### src/tdc_readout_pkg.sv
// constants and carrier types for the tdc result and status readout
package tdc_readout_pkg;

  // serial opcodes
  localparam logic [3:0] OP_READ_FAMILY   = 4'hb;
  localparam logic [7:0] OP_READ_ID       = 8'hb7;

  // read addresses
  localparam logic [3:0] ADDR_RESULT_LAST = 4'h3;
  localparam logic [3:0] ADDR_STATUS      = 4'h4;
  localparam logic [3:0] ADDR_CFG1_ECHO   = 4'h5;
  localparam logic [3:0] ADDR_WAVE_RATIO  = 4'h8;

  // answer lengths in bits
  localparam logic [5:0] LEN_RESULT       = 6'h20;
  localparam logic [5:0] LEN_STATUS       = 6'h10;
  localparam logic [5:0] LEN_BYTE         = 6'h08;
  localparam logic [5:0] LEN_ID           = 6'h38;

  // configuration register 6 field positions
  localparam int CFG6_PORT_ORDER_BIT      = 11;
  localparam int CFG6_FIRE_HI_MSB         = 10;
  localparam int CFG6_FIRE_HI_LSB         = 8;
  localparam int CFG6_USER_ID_MSB         = 7;

  // status word field positions
  localparam int STAT_PTR_LSB             = 0;
  localparam int STAT_HITS1_LSB           = 3;
  localparam int STAT_HITS2_LSB           = 6;
  localparam int STAT_TDC_OVF             = 9;
  localparam int STAT_PRECNT_OVF          = 10;
  localparam int STAT_OPEN                = 11;
  localparam int STAT_SHORT               = 12;
  localparam int STAT_NVM_SINGLE          = 13;
  localparam int STAT_NVM_MULTI           = 14;
  localparam int STAT_NVM_EQUAL           = 15;

  // encodings and limits
  localparam logic [31:0] RESULT_OVERFLOW = 32'hffffffff;
  localparam logic [31:0] RESULT_RESET    = 32'h00000000;
  localparam logic [15:0] UNCAL_LOW_HALF  = 16'h0000;
  localparam logic [6:0]  FIRE_PHASE_MAX  = 7'h0f;
  localparam logic [1:0]  REF_DIV_BY_1    = 2'h0;
  localparam logic [1:0]  REF_DIV_BY_2    = 2'h1;

  // one result delivered by the measuring core
  typedef struct packed {
    logic        mode2;
    logic        calibrate;
    logic        alu_overflow;
    logic [15:0] uncal_count;
    logic [31:0] cal_value;
  } result_in_type;

  // status events, one-cycle pulses, and live levels
  typedef struct packed {
    logic       tdc_overflow;
    logic       precounter_overflow;
    logic       sensor_open;
    logic       sensor_short;
    logic       nvm_single_error;
    logic       nvm_multi_error;
    logic       nvm_matches_config;
    logic [2:0] hits_ch1;
    logic [2:0] hits_ch2;
  } status_in_type;

endpackage

### src/tdc_result_status_readout.sv
// read-side register bank of the tdc with its serial opcode readout
//
// Overview of operation
// cfg6 bit 11 zero gives port order 1..4, one gives 4..1.
// cfg6 bits 10:8 are fire count top bits; above 15 disables phase invert.
// cfg6 bits 7:0 are a free user id byte without effect.
// read opcode 0xBx returns 4, 2 or 1 bytes by address width.
// opcode 0xB7 returns seven id bytes, first to seventh, msb first.
// addresses 0..3 hold four 32-bit 16.16 results.
// status 16 bits: pointer 2:0, ch1 hits 5:3, ch2 hits 8:6.
// status bit 9 set on tdc overflow.
// status bit 10 set on 14-bit precounter overflow in mode 2.
// status bit 11 flags open sensor, bit 12 shorted sensor.
// bits 13/14 flag nvm single/multiple error; bit 15 nvm equals config.
// address 5 returns the top byte of config register 1.
// address 8 returns first-wave width ratio, one integer bit.
// negative results only in mode 1; mode 2 results unsigned.
// mode 1 calibrated overflow writes all ones into the result.
// calibrated results count internal reference periods, divided by 1, 2 or 4.
// results shift out from weight 2^15 down, two's complement.
// uncalibrated mode 1 result: signed 16-bit count high, low half zero.
// temperature discharge times use mode 2 calibrated format.
// width ratio is unsigned 1.7 fixed point, zero to under two.
// reads leave contents unchanged; writes to these locations ignored.
`timescale 1ns/10ps

module tdc_result_status_readout #(
  parameter int RESULT_COUNT = 4
) (
  input  wire logic                          sys_clk_i,
  input  wire logic                          rst_n_i,
  // serial command interface
  input  wire logic                          spi_sclk_i,
  input  wire logic                          spi_ss_n_i,
  input  wire logic                          spi_mosi_i,
  output logic                               spi_miso_o,
  // configuration seen by this block
  input  wire logic [11:0]                   cfg6_low_i,
  input  wire logic [3:0]                    fire_count_low_i,
  input  wire logic                          fire_phase_invert_i,
  input  wire logic [7:0]                    cfg1_high_byte_i,
  input  wire logic [55:0]                   user_id_bytes_i,
  input  wire logic [1:0]                    ref_clock_divider_i,
  // measuring core side
  input  wire logic                          measure_start_i,
  input  wire logic                          result_wr_i,
  input  wire tdc_readout_pkg::result_in_type result_i,
  input  wire tdc_readout_pkg::status_in_type status_i,
  input  wire logic [7:0]                    wave_ratio_i,
  input  wire logic                          wave_ratio_wr_i,
  input  wire logic [1:0]                    temp_step_i,
  // derived controls
  output logic [1:0]                         temp_port_o,
  output logic [6:0]                         fire_pulse_count_o,
  output logic                               fire_enable_o,
  output logic                               fire_phase_invert_o,
  output logic                               ref_tick_o,
  output logic [15:0]                        status_o
);

  typedef enum logic [1:0] {
    IDLE_S,
    OPCODE_S,
    SEND_S,
    DONE_S
  } spi_state_type;

  spi_state_type  state_r;
  logic           sclk_q_r;
  logic           sclk_rise;
  logic           sclk_fall;
  logic [7:0]     opcode_r;
  logic [7:0]     opcode_nxt;
  logic [2:0]     op_bits_r;
  logic [55:0]    tx_r;
  logic [5:0]     tx_left_r;
  logic [55:0]    load_data;
  logic [5:0]     load_len;
  logic           load_valid;
  logic [31:0]    result_r [RESULT_COUNT];
  logic [2:0]     result_pointer_r;
  logic [31:0]    result_enc;
  logic [6:0]     sticky_r;
  logic [6:0]     sticky_set;
  logic [5:0]     hits_r;
  logic [7:0]     wave_ratio_r;
  logic [15:0]    status_word;
  logic [1:0]     ref_div_cnt_r;
  logic [6:0]     fire_count;

  assign sclk_rise  = spi_sclk_i & ~sclk_q_r;
  assign sclk_fall  = ~spi_sclk_i & sclk_q_r;
  assign opcode_nxt = {opcode_r[6:0], spi_mosi_i};

  // mode 2 results pass unsigned as delivered
  // temperature times share the mode 2 format
  always_comb begin
    // alu overflow all ones
    if (!result_i.mode2 && result_i.calibrate && result_i.alu_overflow) begin
      result_enc = tdc_readout_pkg::RESULT_OVERFLOW;
    // uncalibrated high half
    end else if (!result_i.mode2 && !result_i.calibrate) begin
      result_enc = {result_i.uncal_count, tdc_readout_pkg::UNCAL_LOW_HALF};
    end else begin
      // calibrated 16.16 value
      result_enc = result_i.cal_value;
    end
  end

  // one register per result
  generate
    for (genvar g = 0; g < RESULT_COUNT; g++) begin : g_result
      always_ff @(posedge sys_clk_i or negedge rst_n_i) begin
        if (!rst_n_i) begin
          result_r[g] <= tdc_readout_pkg::RESULT_RESET;
        end else if (result_wr_i && result_pointer_r == 3'(g)) begin
          result_r[g] <= result_enc;
        end
      end
    end
  endgenerate

  // pointer to next result register
  // saturates at the count; later writes are dropped, not wrapped
  always_ff @(posedge sys_clk_i or negedge rst_n_i) begin
    if (!rst_n_i) begin
      result_pointer_r <= 3'h0;
    end else if (measure_start_i) begin
      result_pointer_r <= 3'h0;
    end else if (result_wr_i && result_pointer_r < 3'(RESULT_COUNT)) begin
      result_pointer_r <= result_pointer_r + 3'h1;
    end
  end

  assign sticky_set = {status_i.nvm_multi_error, status_i.nvm_single_error,
                       status_i.sensor_short, status_i.sensor_open,
                       status_i.precounter_overflow, status_i.tdc_overflow, 1'b0};

  // tdc overflow sticky
  // precounter overflow sticky
  // sensor faults sticky
  // nvm errors sticky; a new event beats the clear
  always_ff @(posedge sys_clk_i or negedge rst_n_i) begin
    if (!rst_n_i) begin
      sticky_r <= 7'h00;
    end else if (measure_start_i) begin
      sticky_r <= sticky_set;
    end else begin
      sticky_r <= sticky_r | sticky_set;
    end
  end

  // hit counters follow the core
  always_ff @(posedge sys_clk_i or negedge rst_n_i) begin
    if (!rst_n_i) begin
      hits_r <= 6'h00;
    end else begin
      hits_r <= {status_i.hits_ch2, status_i.hits_ch1};
    end
  end

  // width ratio byte
  // unsigned 1.7 kept as delivered
  always_ff @(posedge sys_clk_i or negedge rst_n_i) begin
    if (!rst_n_i) begin
      wave_ratio_r <= 8'h00;
    end else if (wave_ratio_wr_i) begin
      wave_ratio_r <= wave_ratio_i;
    end
  end

  always_comb begin
    status_word = 16'h0000;
    // pointer and hit counts
    status_word[tdc_readout_pkg::STAT_PTR_LSB +: 3]   = result_pointer_r;
    status_word[tdc_readout_pkg::STAT_HITS1_LSB +: 3] = hits_r[2:0];
    status_word[tdc_readout_pkg::STAT_HITS2_LSB +: 3] = hits_r[5:3];
    // tdc overflow flag
    status_word[tdc_readout_pkg::STAT_TDC_OVF]        = sticky_r[1];
    // precounter overflow flag
    status_word[tdc_readout_pkg::STAT_PRECNT_OVF]     = sticky_r[2];
    // open sensor flag
    status_word[tdc_readout_pkg::STAT_OPEN]           = sticky_r[3];
    // shorted sensor flag
    status_word[tdc_readout_pkg::STAT_SHORT]          = sticky_r[4];
    // nvm error flags
    status_word[tdc_readout_pkg::STAT_NVM_SINGLE]     = sticky_r[5];
    status_word[tdc_readout_pkg::STAT_NVM_MULTI]      = sticky_r[6];
    // live nvm compare
    status_word[tdc_readout_pkg::STAT_NVM_EQUAL]      = status_i.nvm_matches_config;
  end

  // status word registered for the port
  always_ff @(posedge sys_clk_i or negedge rst_n_i) begin
    if (!rst_n_i) begin
      status_o <= 16'h0000;
    end else begin
      status_o <= status_word;
    end
  end

  // decode of a completed opcode; data left aligned for msb-first shifting
  always_comb begin
    load_data  = 56'h0;
    load_len   = tdc_readout_pkg::LEN_BYTE;
    load_valid = (opcode_nxt[7:4] == tdc_readout_pkg::OP_READ_FAMILY);
    // seven id bytes
    if (opcode_nxt == tdc_readout_pkg::OP_READ_ID) begin
      load_data = user_id_bytes_i;
      load_len  = tdc_readout_pkg::LEN_ID;
    // result words four bytes
    // msb of the 16.16 value first
    end else if (opcode_nxt[3:0] <= tdc_readout_pkg::ADDR_RESULT_LAST) begin
      load_data = {result_r[opcode_nxt[1:0]], 24'h0};
      load_len  = tdc_readout_pkg::LEN_RESULT;
    end else if (opcode_nxt[3:0] == tdc_readout_pkg::ADDR_STATUS) begin
      load_data = {status_word, 40'h0};
      load_len  = tdc_readout_pkg::LEN_STATUS;
    // config echo byte
    end else if (opcode_nxt[3:0] == tdc_readout_pkg::ADDR_CFG1_ECHO) begin
      load_data = {cfg1_high_byte_i, 48'h0};
    // width ratio byte
    end else if (opcode_nxt[3:0] == tdc_readout_pkg::ADDR_WAVE_RATIO) begin
      load_data = {wave_ratio_r, 48'h0};
    end
  end

  // edge detector idles low like sclk, so no false rise after reset
  always_ff @(posedge sys_clk_i or negedge rst_n_i) begin
    if (!rst_n_i) begin
      sclk_q_r <= 1'b0;
    end else begin
      sclk_q_r <= spi_sclk_i;
    end
  end

  // serial engine: mosi sampled on rising sclk, miso changes on falling sclk
  always_ff @(posedge sys_clk_i or negedge rst_n_i) begin
    if (!rst_n_i) begin
      state_r    <= IDLE_S;
      opcode_r   <= 8'h00;
      op_bits_r  <= 3'h0;
      tx_r       <= 56'h0;
      tx_left_r  <= 6'h00;
      spi_miso_o <= 1'b0;
    end else begin
      if (spi_ss_n_i) begin
        state_r    <= IDLE_S;
        op_bits_r  <= 3'h0;
        spi_miso_o <= 1'b0;
      end else begin
        case (state_r)
          IDLE_S: begin
            state_r   <= OPCODE_S;
            op_bits_r <= 3'h0;
            if (sclk_rise) begin
              opcode_r  <= opcode_nxt;
              op_bits_r <= 3'h1;
            end
          end
          OPCODE_S: begin
            if (sclk_rise) begin
              opcode_r  <= opcode_nxt;
              op_bits_r <= op_bits_r + 3'h1;
              if (op_bits_r == 3'h7) begin
                // only read opcodes answer
                // writes leave the bank alone
                state_r   <= load_valid ? SEND_S : DONE_S;
                tx_r      <= load_data;
                tx_left_r <= load_len;
              end
            end
          end
          SEND_S: begin
            // id bytes msb first
            // results msb first
            if (sclk_fall) begin
              spi_miso_o <= tx_r[55];
              tx_r       <= {tx_r[54:0], 1'b0};
              tx_left_r  <= tx_left_r - 6'h01;
            end
            if (tx_left_r == 6'h00 && sclk_rise) begin
              state_r <= DONE_S;
            end
          end
          DONE_S: begin
            // extra clocks of the frame return zero
            if (sclk_fall) begin
              spi_miso_o <= 1'b0;
            end
          end
          default: begin
            state_r <= IDLE_S;
          end
        endcase
      end
    end
  end

  // internal reference tick from the divider setting
  always_ff @(posedge sys_clk_i or negedge rst_n_i) begin
    if (!rst_n_i) begin
      ref_div_cnt_r <= 2'h0;
      ref_tick_o    <= 1'b0;
    end else begin
      ref_div_cnt_r <= ref_div_cnt_r + 2'h1;
      case (ref_clock_divider_i)
        tdc_readout_pkg::REF_DIV_BY_1: ref_tick_o <= 1'b1;
        tdc_readout_pkg::REF_DIV_BY_2: ref_tick_o <= ref_div_cnt_r[0];
        // settings 2 and 3 both divide by four
        default:                       ref_tick_o <= &ref_div_cnt_r;
      endcase
    end
  end

  // seven-bit count, low bits from register 0
  assign fire_count = {cfg6_low_i[tdc_readout_pkg::CFG6_FIRE_HI_MSB:
                                  tdc_readout_pkg::CFG6_FIRE_HI_LSB], fire_count_low_i};

  // fire count and phase option
  always_ff @(posedge sys_clk_i or negedge rst_n_i) begin
    if (!rst_n_i) begin
      fire_pulse_count_o  <= 7'h00;
      fire_enable_o       <= 1'b0;
      fire_phase_invert_o <= 1'b0;
    end else begin
      fire_pulse_count_o  <= fire_count;
      fire_enable_o       <= (fire_count != 7'h00);
      fire_phase_invert_o <= fire_phase_invert_i &&
                             (fire_count <= tdc_readout_pkg::FIRE_PHASE_MAX);
    end
  end

  // cfg6 bits 7:0 reach no logic by intent
  // port order from cfg6 bit 11
  always_ff @(posedge sys_clk_i or negedge rst_n_i) begin
    if (!rst_n_i) begin
      temp_port_o <= 2'h0;
    end else if (cfg6_low_i[tdc_readout_pkg::CFG6_PORT_ORDER_BIT]) begin
      temp_port_o <= 2'h3 - temp_step_i;
    end else begin
      temp_port_o <= temp_step_i;
    end
  end

endmodule // tdc_result_status_readout

### config.mk
export PLATFORM = sky130hd
export DESIGN_NAME = tdc_result_status_readout
export DESIGN_NICKNAME = d
export VERILOG_FILES = /design/src/tdc_readout_pkg.sv /design/src/tdc_result_status_readout.sv
export SDC_FILE = /design/constraint.sdc
export NUM_CORES = 1
export LEC_CHECK = 0
export BUFFER_PORTS_ARGS = -buffer_cell sky130_fd_sc_hd__buf_2
export CORE_ASPECT_RATIO = 0.9
export CORE_MARGIN = 8
export CORE_UTILIZATION = 45
export DETAILED_ROUTE_END_ITERATION = 8
export PLACE_DENSITY_LB_ADDON = 0.12
export SLEW_MARGIN = 20
export SYNTH_ARGS = -nofsm -noshare
export SYNTH_HDL_FRONTEND = slang
export SYNTH_SLANG_ARGS = --single-unit
### constraint.sdc
create_clock -name sys_clk_i -period 3.1 [get_ports sys_clk_i]
set_clock_uncertainty 0.2 [all_clocks]
set_input_delay 0.31 -clock sys_clk_i [delete_from_list [all_inputs] [get_ports sys_clk_i]]
set_output_delay 0.31 -clock sys_clk_i [all_outputs]
set_load 0.05 [all_outputs]
==> Yosys cells after proc, flatten, opt, wreduce, memory -nomap -nowiden <==
Cells that the tools add are included.
Widths: inputs -> output; s select.
{ "totals": {"reg_bits": 258, "in_bits": 165, "output_inout_bits": 29, "word_cells": 128} }
{ "op_classes": {"n_addsub": 5, "n_lt_le_gt_ge": 4, "eq_ne": 21, "mux": 40, "bitwise_logic": 7, "n_reduce_logical": 29} }
{ "op_table": {"columns": ["cell", "n"], "rows": [
  ["$mux 56", 8],
  ["$mux 32", 4],
  ["$pmux 56 s2", 1],
  ["$bmux 32 s2", 1],
  ["$mux 6", 5],
  ["$ne 3x3->1 const B", 5],
  ["$mux 3", 4],
  ["$pmux 6 s2", 1],
  ["$logic_and 1x1->1", 10],
  ["$mux 2", 5],
  ["$eq 4x3->1 const B", 2],
  ["$eq 4x4->1 const B", 2],
  ["$eq 8x8->1 const B", 1],
  ["$le 7x4->1 const B", 1],
  ["$mux 7", 1],
  ["$or 7x7->7", 1],
  ["$reduce_bool 7->1", 1],
  ["$add 3x1->3 const B", 2],
  ["$eq 3x2->1 const B", 2],
  ["$logic_not 6->1", 1],
  ["$ne 2x2->1 const B", 3],
  ["$pmux 2 s3", 1],
  ["$pmux 3 s2", 1],
  ["$reduce_and 3->1", 2],
  ["26 further kinds", 41]
]} }

==> Depth between registers and ports, before layout <==
{ "depth": {"ltp_word": 9, "ltp_mapped": 10, "depth_no_buf": 7} }

==> Least setup slack after synthesis <==
Ideal clock, no wire load.
{ "synth_path": {"path_kind": "register to register", "startpoint": "reg tx_left_r[0]", "endpoint": "reg state_r[0]", "setup_ns": 0.129, "arrival_time_ns": 1.938, "required_time_ns": 2.771, "slack_ns": 0.832, "path_stages_with_launch": 8, "path_buffers": 0, "synth_period_minus_slack_ns": 2.268, "path_cell_list": "dfrtp_1 > inv_1 > ha_1 > or3b_1 > or4_1 > a221o_1 > nor4b_2 > a211oi_1"} }
{ "synth_via": {"elab_chain_cells": 4} }
{ "synth_lines": {"columns": ["element", "line_no", "source"], "rows": [
  ["start, declared", "tdc_result_status_readout.sv:76", "logic [5:0] tx_left_r;"],
  ["start signal, assigned", "tdc_result_status_readout.sv:270", "tx_left_r <= load_len;"],
  ["start signal, assigned", "tdc_result_status_readout.sv:280", "tx_left_r <= tx_left_r - 6'h01;"],
  ["$logic_not 6->1", "tdc_result_status_readout.sv:282", "if (tx_left_r == 6'h00 && sclk_rise) begin"],
  ["$logic_and 1x1->1", "tdc_result_status_readout.sv:282", null],
  ["$ne 3x3->1 (no source line)", null, null],
  ["$reduce_and 4->1 (no source line)", null, null],
  ["end signal, assigned", "tdc_result_status_readout.sv:268", "state_r <= load_valid ? SEND_S : DONE_S;"],
  ["end, declared", "tdc_result_status_readout.sv:68", "spi_state_type state_r;"]
]} }
No other way between the ends.
A chain may end at the register's enable or synchronous reset.

==> Final worst setup path <==
{ "layout_path": {"startpoint": "reg state_r[0]", "endpoint": "reg tx_r[50]"} }
{ "layout_via": {"elab_chain_cells": 3, "elab_cells_between_ends": 8, "classes_between": "5 x eq/ne; 1 x mux; 2 x reduce/logical"} }
{ "layout_lines": {"columns": ["element", "line_no", "source"], "rows": [
  ["$eq 2x1->1 or $eq 2x2->1 (tied branches)", "tdc_result_status_readout.sv:252", "case (state_r)"],
  ["$ne 2x2->1 (no source line) or $reduce_bool 2->1 (tied branches)", null, null],
  ["$reduce_and 5->1 (no source line)", null, null],
  ["end signal, assigned", "tdc_result_status_readout.sv:269", "tx_r <= load_data;"],
  ["end signal, assigned", "tdc_result_status_readout.sv:279", "tx_r <= {tx_r[54:0], 1'b0};"],
  ["end, declared", "tdc_result_status_readout.sv:75", "logic [55:0] tx_r;"]
]} }
Several ways; a longest one is shown, not always the timed one.

==> implementation parameters <==
Parameter                              Value

Finish
  Antenna Diode Count    0
  Layout Nets    1574
  Fin area    0.0151 mm^2
  Layout cells sized above 1    23.3%
  P&R area growth vs syn    32.6%
  Fillers    2165

Yosys
  EDFF count, synth    0
  Yosys warnings    0
  Total of flip-flops plus latches after synthesis    257
  Number of instances in the synthesized netlist    1086
  Synthesized area per cell    10.5 um^2
  Unique cell type count in the Yosys netlist    52
  Ys flop type    sky130_fd_sc_hd__dfrtp_1
  Fraction of the yosys area taken by sequential cells    56.4%
  Number of nets produced by synthesis    1264
  Fraction of synthesis flops using an asynchronous set or reset pin    100%
  Summed instance area of the synthesized netlist    0.0114 mm^2

Critical path
  Critical Path, Cell by Cell    inv_1 > ha_2 > inv_2 > buf_4 > nor4_4 > nor2_4 > a22oi_1 > o21ai_0 > dlygate4sd3_1
  Worst endpoint required time    3320 ps
  Slowest stage cell, crit path    sky130_fd_sc_hd__dlygate4sd3_1
  Largest delay contributor family on the critical path    buffers and inverters
  Nature of the critical path endpoint    register
  Critical path arrival    3000 ps
  Max stage delay on crit path    570 ps
  Largest driver fanout on the critical path    32
  Buf/Inv on CP    4
  Startpoint type of the worst setup path    register
  Critical setup path kind    register to register

Drt
  Final ANT Viol Nets    0
  Post-detailed-route DRC marker count    0
  Via Count    9223
  Drt initial violations    539
  Wirelength per Cell    17.9 um
  Routed via count divided by cell count    5.25
  Sum of routed wire length over all layers    31500 um
  Pre-Repair DR Iteration Count    5

Clock network
  Clock Latency Late Sink    550 ps
  Depth of the CTS H-tree    1
  Root Buffer    sky130_fd_sc_hd__clkbuf_16
  Hold_buf cts    144
  Setup Fix Bufs, Post-CTS    0
  CTS resizes    0
  Cts bufs inserted    28
  TritonCTS Sinks    257
  Number of buffers on the longest clock path    3
  Clk slew on worst S/H paths    60 ps
  TritonCTS clock tree    built

Floorplanning
  Die X-Extent    184 um
  Number of standard-cell rows in the floorplan    55
  Vertical extent of the die    167 um
  I/O pin cnt    194
  Placeable core area    0.0250 mm^2
  Die Footprint    0.0307 mm^2
  Initial cell density of the core    45.5%

Global route
  Global-route usage over all layers    20.7%
  Largest net degree at the start of global routing    85
  Grt ovf    0
  Global-route wire length before repair    51800 um
  Vias in the first global route    9701
  Antenna violations before repair    0

STA
  Pin slew with the least headroom to its limit    844 ps
  Tmin final    2780 ps
  Final Hold Viols    0
  Setup Viol. Count Final    0
  Unrepaired setup endpoints after global routing    no
  Final total negative setup slack    0 ps
  Maximum clock rate    360 MHz
  Relative slew margins    43.8%
  Final Max Slew Viols    0
  Tcrit/Tclk final    89.6%
  Hold WS    14.7 ps

Power
  P per Cell Area    746 mW/mm^2
  Highest ir drop seen on vdd    0.000458 V
  Pleak    0.00686 uW

Run status
  Outcome    completed

Placed design
  HPWL after detailed placement    20100 um
  Placed inst area    0.0128 mm^2
  Port Buffers    185
  Placer Congestion    0.800

Job
  Max-capacitance violation count    0

Hold path
  Kind of path behind the tightest hold check    input port to register
==> placed cells by master (no fill, tap or decap), types with 5 or more instances in the layout <==
master / Yosys / final
sky130_fd_sc_hd__nor2b_1: 6 / 6
sky130_fd_sc_hd__nor2_1: 54 / 50
sky130_fd_sc_hd__mux2_2: 20 / 20
sky130_fd_sc_hd__buf_4: 4 / 28
sky130_fd_sc_hd__and3_1: 24 / 23
sky130_fd_sc_hd__a21o_1: 7 / 7
sky130_fd_sc_hd__a221oi_1: 17 / 17
sky130_fd_sc_hd__dfrtp_1: 257 / 256
sky130_fd_sc_hd__dlygate4sd3_1: 0 / 144
sky130_fd_sc_hd__buf_2: 12 / 184
sky130_fd_sc_hd__clkbuf_8: 0 / 10
sky130_fd_sc_hd__clkbuf_16: 0 / 28
sky130_fd_sc_hd__a22oi_1: 14 / 14
sky130_fd_sc_hd__a211oi_1: 22 / 22
sky130_fd_sc_hd__ha_1: 13 / 12
sky130_fd_sc_hd__mux4_2: 29 / 29
sky130_fd_sc_hd__inv_1: 13 / 13
sky130_fd_sc_hd__buf_12: 0 / 5
sky130_fd_sc_hd__o311ai_0: 6 / 6
sky130_fd_sc_hd__nand2_1: 170 / 167
sky130_fd_sc_hd__and2_0: 16 / 16
sky130_fd_sc_hd__a21oi_1: 92 / 92
sky130_fd_sc_hd__o21ai_1: 12 / 12
sky130_fd_sc_hd__o21ai_0: 174 / 174
sky130_fd_sc_hd__a221o_1: 11 / 11
==> flip-flops by register name (all words and copies together), names as in the netlist <==
register,flops
fire_pulse_count_o,7
fire_enable_o,1
status_o,16
spi_miso_o,1
ref_tick_o,1
opcode_r,7
fire_phase_invert_o,1
sticky_r,6
ref_div_cnt_r,2
result_r,128
sclk_q_r,1
wave_ratio_r,8
temp_port_o,2
result_pointer_r,3
op_bits_r,3
tx_r,56
hits_r,6
state_r,2
tx_left_r,6
==> power by group <==
group	total, uW	switching [uW]	leakage [uW]	internal (uW)
clock network	3300	1330	0.000459	1970
registers	4900	614	0.00325	4280
logic	3090	1650	0.00315	1440
total	11300	3600	0.00686	7690
==> Yosys cell counts (4+ instances only) <==
master                     number  area share (%)
sky130_fd_sc_hd__nor3b_1        4            0.26
sky130_fd_sc_hd__a221o_1       11            0.97
sky130_fd_sc_hd__a211oi_1      22             1.4
sky130_fd_sc_hd__a21o_1         7            0.46
sky130_fd_sc_hd__nor2b_1        6            0.33
sky130_fd_sc_hd__buf_1          5            0.16
sky130_fd_sc_hd__clkbuf_1      59             1.9
sky130_fd_sc_hd__o21ai_0      174             7.6
sky130_fd_sc_hd__dfrtp_1      257              56
sky130_fd_sc_hd__ha_1          13             1.4
sky130_fd_sc_hd__nand2_1      170             5.6
sky130_fd_sc_hd__inv_1         13            0.43
sky130_fd_sc_hd__a22oi_1       14            0.92
sky130_fd_sc_hd__mux2i_1        4            0.35
sky130_fd_sc_hd__o311ai_0       6            0.46
sky130_fd_sc_hd__and3_1        24             1.3
sky130_fd_sc_hd__and2_0        16            0.88
sky130_fd_sc_hd__a31oi_1        4            0.22
sky130_fd_sc_hd__nor2_1        54             1.8
sky130_fd_sc_hd__a21oi_1       92             4.0
sky130_fd_sc_hd__nor3_1         4            0.18
sky130_fd_sc_hd__mux4_2        29             5.7
sky130_fd_sc_hd__buf_4          4            0.26
sky130_fd_sc_hd__o21ai_1       12            0.53
sky130_fd_sc_hd__buf_2         12            0.53
sky130_fd_sc_hd__mux2_2        20             2.0
sky130_fd_sc_hd__a221oi_1      17             1.3
==> per-layer routing <==
layer	global-route usage, %	routed length (um)	vias to the layer above
li1	-	-	4486
met1	29.0	14600	4445
met2	32.8	14600	237
met3	3.26	1480	55
met4	5.96	798	0
met5	0	0	-
==> final cells by class <==
class                   instances  area, um^2  share of cell area, %
clock inverters                 6        70.1                  0.463
repair buffers                362        2690                   17.8
inverters                      14        52.6                  0.347
clock buffers                  42         853                   5.64
well taps                     342         428                   2.83
multi-input cells             733        4600                   30.4
flip-flops and latches        257        6430                   42.5
==> through the flow <==
stage	total power (uW)	utilization (%)	instances	setup slack (ps)
floorplan	6850	-	1086	832
global placement	7770	50.9	1564	660
detailed placement	7870	50.9	1564	614
CTS	11400	60.4	1756	321
global route	12000	60.4	1756	119
finish	11300	60.4	1756	322
==> cells by family after synthesis <==
group	Yosys count	synth area share, %
compound gates	365	18.4
xor+xnor	4	0.307
fa+ha+maj	13	1.43
buf+inv	96	3.50
flops	257	56.4
mux	53	8.05
simple gates	298	11.9
==> final timing paths <==
kind | slack, ps | startpoint | endpoint | cells after the start
worst max-delay path | 320 | state_r[0] | tx_r[50] | 9
worst min-delay path | 10 | user_id_bytes_i[2] | tx_r[2] | 4
worst max register to register | 320 | state_r[0] | tx_r[50] | 9
worst min register to register | 180 | hits_r[3] | status_o[6] | 0
max in group asynchronous | 1640 | rst_n_i | result_r[24] | 3
min in group asynchronous | 170 | rst_n_i | status_o[11] | 2
==> tightest hold or removal path, cell delays in order <==
cell                      delay (ps)
sky130_fd_sc_hd__buf_2            70
sky130_fd_sc_hd__and3_1          160
sky130_fd_sc_hd__a21oi_1          40
sky130_fd_sc_hd__o21ai_0         130
Note: power is estimated with default switching activity, not from simulation.
